===== src/cwd_cfg.svh =====
// Constants for the configuration word decode bank.
`ifndef CWD_CFG_SVH
`define CWD_CFG_SVH
`define CWD_W 24
`define CWD_NWORDS 7
`define CWD_IDX_W 3
`define CWD_ADDR_W 5
`define CWD_IDX_DBG 3'h0
`define CWD_IDX_IVTL 3'h1
`define CWD_IDX_IVTH 3'h2
`define CWD_IDX_CNTL 3'h3
`define CWD_IDX_CNTH 3'h4
`define CWD_IDX_DMT 3'h5
`define CWD_IDX_DEVOPT 3'h6
`define CWD_IDX_STAT 3'h7
`define CWD_LAST_IDX 3'h6
`define CWD_IMPL_DBG 24'h008023
`define CWD_IMPL_HALF 24'h00FFFF
`define CWD_IMPL_DMT 24'h000001
`define CWD_IMPL_DEVOPT 24'h002438
`define CWD_FIXM_DBG 24'h000080
`define CWD_FIXV_DBG 24'h000080
`define CWD_FIXM_DEVOPT 24'h000384
`define CWD_FIXV_DEVOPT 24'h000084
`define CWD_HALF 16
`define CWD_SWAP_BIT 15
`define CWD_JTAG_BIT 5
`define CWD_ICS_LSB 0
`define CWD_DEADMAN_OFF_BIT 0
`define CWD_SPI2_BIT 13
`define CWD_SMB_BIT 10
`define CWD_I2C1_BIT 3
`define CWD_NI2C 3
`define CWD_ICS_PAIR1 2'h3
`define CWD_ICS_PAIR2 2'h2
`define CWD_ICS_PAIR3 2'h1
`define CWD_STAT_READY_BIT 0
`define CWD_STAT_PROG_LSB 8
`define CWD_ERASED 24'hFFFFFF
`define CWD_RD_UNMAPPED 32'h00000000
`endif


===== src/cwd_pkg.sv =====
// Types shared by the configuration word decode bank.
package cwd_pkg;
   typedef enum logic [2:0] {
      CWD_LOAD_REQ,
      CWD_LOAD_WAIT,
      CWD_RUN,
      CWD_PROG_WAIT
   } cwd_state_e;

   typedef struct packed {
      logic swap_instr_lock;
      logic test_port_enable;
      logic [1:0] debugger_channel_select;
      logic [2:0] prog_pair_sel;
      logic [31:0] deadman_window_interval;
      logic [31:0] deadman_instr_count_limit;
      logic deadman_off;
      logic spi_host2_pin_path;
      logic smbus_threshold_select;
      logic [2:0] i2c_alt_pins;
   } cwd_ctrl_s;

   typedef logic [23:0] cwd_word_t;
endpackage

===== src/cwd_bank.sv =====
// Program-once configuration word bank with NVM load and Avalon-MM access.
//
// The Avalon-MM slave port and the register addresses are this design's own decisions.
`timescale 1ns/100ps
`include "cwd_cfg.svh"

module cwd_bank (
   input wire logic ref_clk,
   input wire logic rst_n,
   input wire logic [`CWD_ADDR_W-1:0] avs_address,
   input wire logic avs_read,
   input wire logic avs_write,
   input wire logic [31:0] avs_writedata,
   output logic [31:0] avs_readdata,
   output logic avs_waitrequest,
   output logic [`CWD_IDX_W-1:0] nvm_addr,
   output logic nvm_rd,
   input wire logic [`CWD_W-1:0] nvm_rdata,
   input wire logic nvm_rvalid,
   output logic nvm_wr,
   output logic [`CWD_W-1:0] nvm_wdata,
   input wire logic nvm_wdone,
   input wire logic partition_swap_instr,
   output logic swap_accept,
   output logic cfg_ready,
   output cwd_pkg::cwd_ctrl_s ctrl
);

   // Implemented-bit mask of a word.
   function automatic cwd_pkg::cwd_word_t impl_mask(
      input logic [`CWD_IDX_W-1:0] idx
   );
      case (idx)
         `CWD_IDX_DBG: impl_mask = `CWD_IMPL_DBG;
         `CWD_IDX_DMT: impl_mask = `CWD_IMPL_DMT;
         `CWD_IDX_DEVOPT: impl_mask = `CWD_IMPL_DEVOPT;
         `CWD_IDX_STAT: impl_mask = '0;
         default: impl_mask = `CWD_IMPL_HALF;
      endcase
   endfunction

   // Fixed reserved-bit mask of a word.
   function automatic cwd_pkg::cwd_word_t fix_mask(
      input logic [`CWD_IDX_W-1:0] idx
   );
      case (idx)
         `CWD_IDX_DBG: fix_mask = `CWD_FIXM_DBG;
         `CWD_IDX_DEVOPT: fix_mask = `CWD_FIXM_DEVOPT;
         default: fix_mask = '0;
      endcase
   endfunction

   // Fixed reserved-bit values of a word.
   function automatic cwd_pkg::cwd_word_t fix_val(
      input logic [`CWD_IDX_W-1:0] idx
   );
      case (idx)
         `CWD_IDX_DBG: fix_val = `CWD_FIXV_DBG;
         `CWD_IDX_DEVOPT: fix_val = `CWD_FIXV_DEVOPT;
         default: fix_val = '0;
      endcase
   endfunction

   // Read view: implemented bits as stored, reserved fixed, others one.
   function automatic cwd_pkg::cwd_word_t word_view(
      input logic [`CWD_IDX_W-1:0] idx,
      input cwd_pkg::cwd_word_t raw
   );
      cwd_pkg::cwd_word_t im;
      cwd_pkg::cwd_word_t fm;
      im = impl_mask(idx);
      fm = fix_mask(idx);
      word_view = (raw & im) | ~(im | fm) | fix_val(idx);
   endfunction

   cwd_pkg::cwd_state_e state_reg;
   cwd_pkg::cwd_state_e state_next;
   cwd_pkg::cwd_word_t shadow_reg [`CWD_NWORDS];
   cwd_pkg::cwd_word_t shadow_next [`CWD_NWORDS];
   logic [`CWD_IDX_W-1:0] idx_reg;
   logic [`CWD_IDX_W-1:0] idx_next;
   logic [`CWD_NWORDS-1:0] prog_reg;
   logic [`CWD_NWORDS-1:0] prog_next;
   logic ack_reg;
   logic ack_next;
   logic [31:0] rdata_reg;
   logic [31:0] rdata_next;
   logic nvm_rd_reg;
   logic nvm_rd_next;
   logic nvm_wr_reg;
   logic nvm_wr_next;
   cwd_pkg::cwd_word_t wdata_reg;
   cwd_pkg::cwd_word_t wdata_next;
   logic [`CWD_IDX_W-1:0] req_idx;
   logic req_hit;
   logic busy;
   logic erased;
   cwd_pkg::cwd_word_t cur_raw;
   cwd_pkg::cwd_word_t cur_view;
   cwd_pkg::cwd_word_t dbg_w;
   cwd_pkg::cwd_word_t opt_w;

   assign req_idx = avs_address[`CWD_ADDR_W-1:2];
   assign req_hit = (req_idx <= `CWD_LAST_IDX);
   assign cur_view = word_view(req_idx, cur_raw);
   // A word counts as erased while every implemented bit still reads one.
   assign erased = ((cur_view & impl_mask(req_idx)) == impl_mask(req_idx));
   assign busy = (state_reg != cwd_pkg::CWD_RUN);
   assign avs_waitrequest = (avs_read | avs_write) & ~ack_reg;
   assign avs_readdata = rdata_reg;
   assign nvm_addr = idx_reg;
   assign nvm_rd = nvm_rd_reg;
   assign nvm_wr = nvm_wr_reg;
   assign nvm_wdata = wdata_reg;
   assign cfg_ready = ~busy | (state_reg == cwd_pkg::CWD_PROG_WAIT);

   // The status index has no stored word, so the array is read only in range.
   always_comb
   begin
      cur_raw = `CWD_ERASED;
      if (req_hit)
      begin
         cur_raw = shadow_reg[req_idx];
      end
   end

   always_comb
   begin
      state_next = state_reg;
      idx_next = idx_reg;
      prog_next = prog_reg;
      ack_next = 1'b0;
      rdata_next = rdata_reg;
      nvm_rd_next = 1'b0;
      nvm_wr_next = 1'b0;
      wdata_next = wdata_reg;
      for (int i = 0; i < `CWD_NWORDS; i++)
      begin
         shadow_next[i] = shadow_reg[i];
      end
      case (state_reg)
         cwd_pkg::CWD_LOAD_REQ:
         begin
            nvm_rd_next = 1'b1;
            state_next = cwd_pkg::CWD_LOAD_WAIT;
         end
         cwd_pkg::CWD_LOAD_WAIT:
         begin
            if (nvm_rvalid)
            begin
               shadow_next[idx_reg] = nvm_rdata;
               if (idx_reg == `CWD_LAST_IDX)
               begin
                  idx_next = '0;
                  state_next = cwd_pkg::CWD_RUN;
               end
               else
               begin
                  idx_next = idx_reg + 3'h1;
                  state_next = cwd_pkg::CWD_LOAD_REQ;
               end
            end
         end
         cwd_pkg::CWD_RUN:
         begin
            if ((avs_read | avs_write) & ~ack_reg)
            begin
               ack_next = 1'b1;
               if (avs_read)
               begin
                  if (req_idx == `CWD_IDX_STAT)
                  begin
                     rdata_next = '0;
                     rdata_next[`CWD_STAT_READY_BIT] = 1'b1;
                     rdata_next[`CWD_STAT_PROG_LSB +: `CWD_NWORDS] = prog_reg;
                  end
                  else if (req_hit)
                  begin
                     rdata_next = {8'h00, cur_view};
                  end
                  else
                  begin
                     rdata_next = `CWD_RD_UNMAPPED;
                  end
               end
               else if (req_hit & erased & ~prog_reg[req_idx])
               begin
                  // One program per word per reset; outputs keep loaded value.
                  prog_next[req_idx] = 1'b1;
                  idx_next = req_idx;
                  wdata_next = word_view(req_idx, avs_writedata[`CWD_W-1:0]);
                  nvm_wr_next = 1'b1;
                  ack_next = 1'b0;
                  state_next = cwd_pkg::CWD_PROG_WAIT;
               end
            end
         end
         cwd_pkg::CWD_PROG_WAIT:
         begin
            if (nvm_wdone)
            begin
               ack_next = 1'b1;
               state_next = cwd_pkg::CWD_RUN;
            end
         end
         default:
         begin
            state_next = cwd_pkg::CWD_LOAD_REQ;
         end
      endcase
   end

   always_ff @(posedge ref_clk or negedge rst_n)
   begin
      if (!rst_n)
      begin
         state_reg <= cwd_pkg::CWD_LOAD_REQ;
         idx_reg <= '0;
         prog_reg <= '0;
         ack_reg <= 1'b0;
         rdata_reg <= '0;
         nvm_rd_reg <= 1'b0;
         nvm_wr_reg <= 1'b0;
         wdata_reg <= '0;
         for (int i = 0; i < `CWD_NWORDS; i++)
         begin
            shadow_reg[i] <= `CWD_ERASED;
         end
      end
      else
      begin
         state_reg <= state_next;
         idx_reg <= idx_next;
         prog_reg <= prog_next;
         ack_reg <= ack_next;
         rdata_reg <= rdata_next;
         nvm_rd_reg <= nvm_rd_next;
         nvm_wr_reg <= nvm_wr_next;
         wdata_reg <= wdata_next;
         for (int i = 0; i < `CWD_NWORDS; i++)
         begin
            shadow_reg[i] <= shadow_next[i];
         end
      end
   end

   assign dbg_w = word_view(`CWD_IDX_DBG, shadow_reg[`CWD_IDX_DBG]);
   assign opt_w = word_view(`CWD_IDX_DEVOPT, shadow_reg[`CWD_IDX_DEVOPT]);

   // Swap instruction passes only when the lock bit is clear.
   assign swap_accept = partition_swap_instr & ~ctrl.swap_instr_lock;

   assign ctrl.swap_instr_lock = dbg_w[`CWD_SWAP_BIT];
   assign ctrl.test_port_enable = dbg_w[`CWD_JTAG_BIT];
   assign ctrl.debugger_channel_select = dbg_w[`CWD_ICS_LSB +: 2];

   // Channel code to one-hot pair enable; the reserved code selects no pair at all.
   function automatic logic [2:0] pair_decode(
      input logic [1:0] code
   );
      case (code)
         `CWD_ICS_PAIR1: pair_decode = 3'h1;
         `CWD_ICS_PAIR2: pair_decode = 3'h2;
         `CWD_ICS_PAIR3: pair_decode = 3'h4;
         default: pair_decode = 3'h0;
      endcase
   endfunction

   assign ctrl.prog_pair_sel = pair_decode(ctrl.debugger_channel_select);

   assign ctrl.deadman_window_interval = {
      shadow_reg[`CWD_IDX_IVTH][`CWD_HALF-1:0],
      shadow_reg[`CWD_IDX_IVTL][`CWD_HALF-1:0]};
   assign ctrl.deadman_instr_count_limit = {
      shadow_reg[`CWD_IDX_CNTH][`CWD_HALF-1:0],
      shadow_reg[`CWD_IDX_CNTL][`CWD_HALF-1:0]};
   assign ctrl.deadman_off = shadow_reg[`CWD_IDX_DMT][`CWD_DEADMAN_OFF_BIT];
   assign ctrl.spi_host2_pin_path = opt_w[`CWD_SPI2_BIT];
   assign ctrl.smbus_threshold_select = opt_w[`CWD_SMB_BIT];

   genvar g;
   generate
      for (g = 0; g < `CWD_NI2C; g++)
      begin : g_i2c
         assign ctrl.i2c_alt_pins[g] = opt_w[`CWD_I2C1_BIT + g];
      end
   endgenerate

endmodule


===== config.mk =====
export PLATFORM = sky130hd
export DESIGN_NAME = cwd_bank
export DESIGN_NICKNAME = d
export VERILOG_FILES = /design/src/cwd_pkg.sv /design/src/cwd_bank.sv
export VERILOG_INCLUDE_DIRS = /design/src /design/src/src
export SDC_FILE = /design/constraint.sdc
export NUM_CORES = 1
export LEC_CHECK = 0
export BUFFER_PORTS_ARGS = -buffer_cell sky130_fd_sc_hd__buf_2
export CORE_MARGIN = 1.5
export CORE_UTILIZATION = 46
export DETAILED_ROUTE_END_ITERATION = 8
export GPL_ROUTABILITY_DRIVEN = 0
export MAX_ROUTING_LAYER = met4
export PLACE_DENSITY = 0.76
export SLEW_MARGIN = 20
export SYNTH_ARGS = -nofsm -noshare
export SYNTH_HDL_FRONTEND = slang
export SYNTH_SLANG_ARGS = --single-unit

===== constraint.sdc =====
create_clock -name ref_clk -period 1.8 [get_ports ref_clk]
set_input_delay 0.27 -clock ref_clk [delete_from_list [all_inputs] [get_ports ref_clk]]
set_output_delay 0.27 -clock ref_clk [all_outputs]
set_load 0.05 [all_outputs]

Word-level counts from Yosys, hierarchy flattened. Index checks and enable logic that the tools add are counted.

Logic and storage cells: 126. Register bits after elaboration: 240. Output and inout bits: 141. Bits of input ports: 68.

Reduce and logical (&&, ||, !) cells: 10. Muxes and demuxes: 52. Equal/unequal tests: 17. Bitwise logic cells: 25. Magnitude comparators: 6. $add $sub $neg: 1.

Operators by type and width (count): $mux 24 (18); $bwmux 168 (1); $or 24x24->24 (6); $and 24x24->24 (3); $bmux 24 s3 (1); $demux 24 s3 (1); $pmux 16 s4 (1); $not 24->24 (2); $mux 3 (10); $eq 24x24->1 (1); $pmux 10 s2 (1); $pmux 8 s2 (1); $eq 3x3->1 const B (4); $pmux 3 s4 (1); $mux 1 (11); $ne 2x2->1 const B (5); $reduce_and 5->1 (2); $pmux 3 s3 (1); $ge 4x4->1 const B (2); $not 3->4 (2); $or 7x7->7 (1); $eq 3x2->1 const B (2); $logic_not 3->1 (2); $pmux 3 s2 (1); other kinds (21) (31).

Logic depth before layout (Yosys ltp).
Depth after elaboration: 20. Gate-level depth with buffers: 11. Mapped depth without buffers: 8.

Least setup slack after synthesis. Ideal clock, no wire load.

Path type: flip-flop to flip-flop. From: register idx_reg[0], in the netlist nvm_addr[0]. To: register shadow_reg (netlist bit ctrl[60]). Stages on the path, launching flop included: 7. Data required time: 1718 ps. Setup time: 82 ps. Path slack: -470 ps. Path buffers: 3. Clock period less this slack: 2270 ps. Data arrival time: 2188 ps. Cells stage by stage: dfrtp_1 > clkbuf_1 > or3_1 > or2_2 > clkbuf_1 > buf_1 > mux2_2.

Word-level cells in the longest chain between the ends: 6. Elaborated cells between the ends (all ways): 7. Those cells by class: order compare (2); mux (3); bitwise (1); reduce/logical (1).

RTL lines: from (decl) (RTL line cwd_bank.sv:80) `` logic [`CWD_IDX_W-1:0] idx_reg; ``; from (signal assigned) (RTL line cwd_bank.sv:233) `idx_reg <= idx_next;`; $not 3->4 (implied by the code) * (RTL line cwd_bank.sv:151) `shadow_next[idx_reg] = nvm_rdata;`; $ge 4x4->1 (implied by the code) / $lt 4x1->1 (equally long branches) (RTL line cwd_bank.sv:151); $logic_and 1x1->1 (implied by the code) (RTL line cwd_bank.sv:151); $mux 24 (implied by the code) (RTL line cwd_bank.sv:151); $demux 24 s3 * (RTL line cwd_bank.sv:151); $bwmux 168 * (RTL line cwd_bank.sv:151); to (signal, indexed assignment) (RTL line cwd_bank.sv:227) `` shadow_reg[i] <= `CWD_ERASED; ``; to (signal, indexed assignment) (RTL line cwd_bank.sv:242) `shadow_reg[i] <= shadow_next[i];`; to (decl) (RTL line cwd_bank.sv:78) `` cwd_pkg::cwd_word_t shadow_reg [`CWD_NWORDS]; ``.

Every way passes the cells marked *; elsewhere a longest branch is shown, timed or not. A chain may end at the register's enable or synchronous reset.

Worst setup path in the final report.
From: register shadow_reg (netlist bit ctrl[53]). To: register ack_reg.

Word-level cells in the longest chain between the ends: 15.

RTL lines: $bmux 24 s3 (RTL line cwd_bank.sv:123) `cur_raw = shadow_reg[req_idx];`; $mux 24 (implied by the code) (2 in a row) (RTL line cwd_bank.sv:123); $mux 24 (RTL line cwd_bank.sv:121) `if (req_hit)`; $and 24x24->24 (RTL line cwd_bank.sv:73) `word_view = (raw & im) | ~(im | fm) | fix_val(idx);`; $or 24x24->24 (2 in a row) (RTL line cwd_bank.sv:73); $and 24x24->24 (RTL line cwd_bank.sv:107) `assign erased = ((cur_view & impl_mask(req_idx)) == impl_mask(req_idx));`; $eq 24x24->1 (RTL line cwd_bank.sv:107); $and 1x1->1 (2 in a row) (RTL line cwd_bank.sv:186) `else if (req_hit & erased & ~prog_reg[req_idx])`; $mux 1 (RTL line cwd_bank.sv:186); $mux 1 (RTL line cwd_bank.sv:169) `if (avs_read)`; $mux 1 (RTL line cwd_bank.sv:166) `if ((avs_read | avs_write) & ~ack_reg)`; $pmux 1 s2 (RTL line cwd_bank.sv:141) `case (state_reg)`; via ack_next (RTL line cwd_bank.sv:85) `logic ack_next;`; to (signal assigned) (RTL line cwd_bank.sv:235) `ack_reg <= ack_next;`; to (decl) (RTL line cwd_bank.sv:84) `logic ack_reg;`.

The timed path passes the listed nets, and every way through them passes these cells. The select of a mux whose other input is x is not followed.

==> run metrics <==
status finished with violations; failing checks negative setup slack; Initial DRC Count between 400 and 500; Finished Core Util 64.3%; sequential area share after synthesis 48.2%; EDFF count, synth 0; DIE AREA approximately 16000 µm²; clock root cell clkbuf_16; first-pass GRT wire length 30100 µm; grt total ovfl 0; sinks on the clock net between 100 and 150; DIE WIDTH 125 µm; Tmin final around 2300 ps; Lkg Pwr between 4 and 5 nW; CP bufs+invs 2; FF/Latch Area approximately 3300 µm²; DR DRC count 0; Worst Hold Class in2reg; antenna diode count 0; final hold viol count 0; Worst setup EP type register; area occupied by multi-input gates between 2000 and 3000 µm²; Die Y 125 µm; distinct cell type count after synthesis 62; vias 5695; CP top delay family compound AO/OA/AOI/OAI gates; crit path DAT ~2600 ps; post-synth top area cell dfstp_2; IO Count about 210; CTS max path bufs 2; final worst setup slack -515 ps; total CTS buffers 17; Max Cap Viol 0; worst-case clock skew 7.01 ps; number of flip-flops in the largest register 74; Seq cells post-synth 129; Worst EP required about 2100 ps; share of the synthesized area in the top cell type 30.5%; Slew headroom 62.9%; Worst Path Max Fanout 3; pin count of the biggest net entering global routing 42; vias per inst 5.46; P per Cell Area about 2000 nW/µm²; gate count of the mapped netlist about 630; Max VDD drop around 1.3 mV; Layout Nets 915; critical-path cell list mux2i_2 > a221oi_2 > o31ai_4 > buf_4 > nor4_2 > nand2_1 > buf_4 > o211ai_1 > a21boi_1; Detailed Place HPWL around 15000 µm; fmax ~430 MHz; Final Power between 15 and 20 mW; CTS tree yes; H-tree depth 4; CP Launch Type register; wire per inst roughly 19 µm; RSZ-0062 raised after global routing yes; CP max-delay cell dfstp_2; vias in the first global route approximately 5500; Cells after DPL 996; Async S/R FF share, synth 100%; worst slew pin tran 556 ps; Post-Syn Area per Cell approximately 11 µm²; Final Non-Filler Cells about 1000; CP Class reg2reg; wirelength, routed ~20000 µm; TNS Setup -12240 ps; IO Port Bufs about 170; most used cell along the critical path buf_4; Initial Util 47.3%; Slowest Stage Delay on Critical Path between 500 and 600 ps; predominant post-synthesis flop cell dfstp_2; # setup viols final 30; Max Slew Vio Count 0; worst-skew pair later-pin latency about 420 ps; Core Region ~15000 µm²; Overall Global Routing Usage 25.5%; initial antenna violation count 0; area delta synth->final 36.0%; top cells by area, synth dfstp_2 30%, dfrtp_1 18%, mux2_2 14%; floorplan row count 44; fillers 1073; Worst-path clk slew around 50 ps; share of cells above drive strength 1 between 60 and 70%; DRT Pass-1 Iters 5; mapped cell area approximately 7000 µm²; yosys warns 0; share of the clock period used by the worst path 129%; antenna-violating nets left 0
## per-stage QoR
stage	worst slack (ps)	cell area (µm²)	hold slack, ps
floorplan	-143	7110	-25.6
global placement	-471	8370	274
detailed placement	-542	8370	292
CTS	-331	9020	83.7
global route	-564	9380	102
finish	-515	9380	90.4
## worst paths after layout
check	start	endpoint	slack, ps	cells past startpoint
setup reg to reg	ctrl[53]	ack_reg	-520	9
hold reg to reg	avs_readdata[9]	avs_readdata[9]	470	2
max in group asynchronous	rst_n	ctrl[21]	750	3
setup / recovery	ctrl[53]	ack_reg	-520	9
min in group asynchronous	rst_n	avs_readdata[12]	380	2
hold / removal	avs_writedata[1]	nvm_wdata[1]	90	3
## Yosys cell counts (all sizes together), types with 2 or more instances
| cell type | count |
|---|---|
| o21ai | 37 |
| dfrtp | 49 |
| nor2 | 32 |
| nor2b | 16 |
| o221ai | 2 |
| a211oi | 4 |
| a21o | 3 |
| buf | 115 |
| dfstp | 80 |
| nor3b | 4 |
| and2 | 2 |
| or2 | 3 |
| a31o | 8 |
| or3 | 2 |
| nor4 | 5 |
| a32oi | 2 |
| nand4 | 3 |
| mux2i | 18 |
| o41ai | 2 |
| a22oi | 3 |
| clkbuf | 18 |
| o211ai | 4 |
| nor3 | 6 |
| nand3b | 2 |
| and3 | 2 |
| mux4 | 2 |
| o31ai | 2 |
| mux2 | 85 |
| a21oi | 18 |
| nand2b | 7 |
| inv | 9 |
| o22ai | 3 |
| a221oi | 6 |
| nand3 | 6 |
| o22a | 4 |
| nand2 | 50 |
## layer usage
layer / vias up / GRT usage, % / wire [µm]
li1: 2541 / - / -
met1: 2770 / 31.9 / 8210
met2: 321 / 39.7 / 9760
met3: 63 / 6.16 / 1450
met4: 0 / 10.4 / 771
met5: - / - / 0
## layout by cell type (no fill, tap or decap), drive strengths merged, types with 3 or more instances in the layout
cell type,count
mux2,85
buf,322
or2,3
clkbuf,26
o22a,4
conb,8
nand3,6
a21o,3
o21ai,37
nand2b,7
nor3,6
o211ai,4
a221oi,6
nor2,32
a211oi,4
clkinv,6
nor4,5
nand2,50
dfrtp,49
a22oi,3
nor3b,4
nor2b,16
nand4,3
o22ai,3
a21oi,18
mux2i,18
inv,12
a31o,8
dfstp,80
## report_power, final
part           switching (mW)  total [mW]  internal (mW)
clock network            1.25        3.40           2.16
logic                    6.64        9.99           3.35
registers               0.877        5.53           4.65
total                    8.76        18.9           10.2
## cell type report
| type | instances | share of cell area [%] |
|---|---|---|
| inverter | 10 | 0.534 |
| multi-input combinational | 362 | 31.5 |
| clock buffer | 23 | 5.55 |
| timing repair inverter | 1 | 0.0934 |
| timing repair buffer | 326 | 23.6 |
| tap | 184 | 2.45 |
| sequential | 129 | 35.5 |
| clock inverter | 8 | 0.761 |
## kinds of logic (layout without fill, tap and decap cells)
logic type,after synthesis,in the layout,share of synthesized area [%]
mux,105,105,17.1
other cells,1,8,0.0544
flops,129,129,48.2
xor+xnor,1,1,0.127
simple gates,142,142,10.5
compound gates,106,106,10.3
buf+inv,143,368,13.6
## worst min-delay path, cell delays in order
cell	delay [ps]
buf_2	80
a21oi_1	40
o21ai_2	90
## what timing repair did
action | CTS | global route
setup endpoints to repair | 30 | 54
hold buffers | 1 | 0
endpoints found under the hold margin | 7 | 0
gates cloned | 0 | 6
gates resized for setup | 6 | 52
setup buffers | 3 | 6
pin swaps | 10 | 17
(Power assumes the default switching activity.)
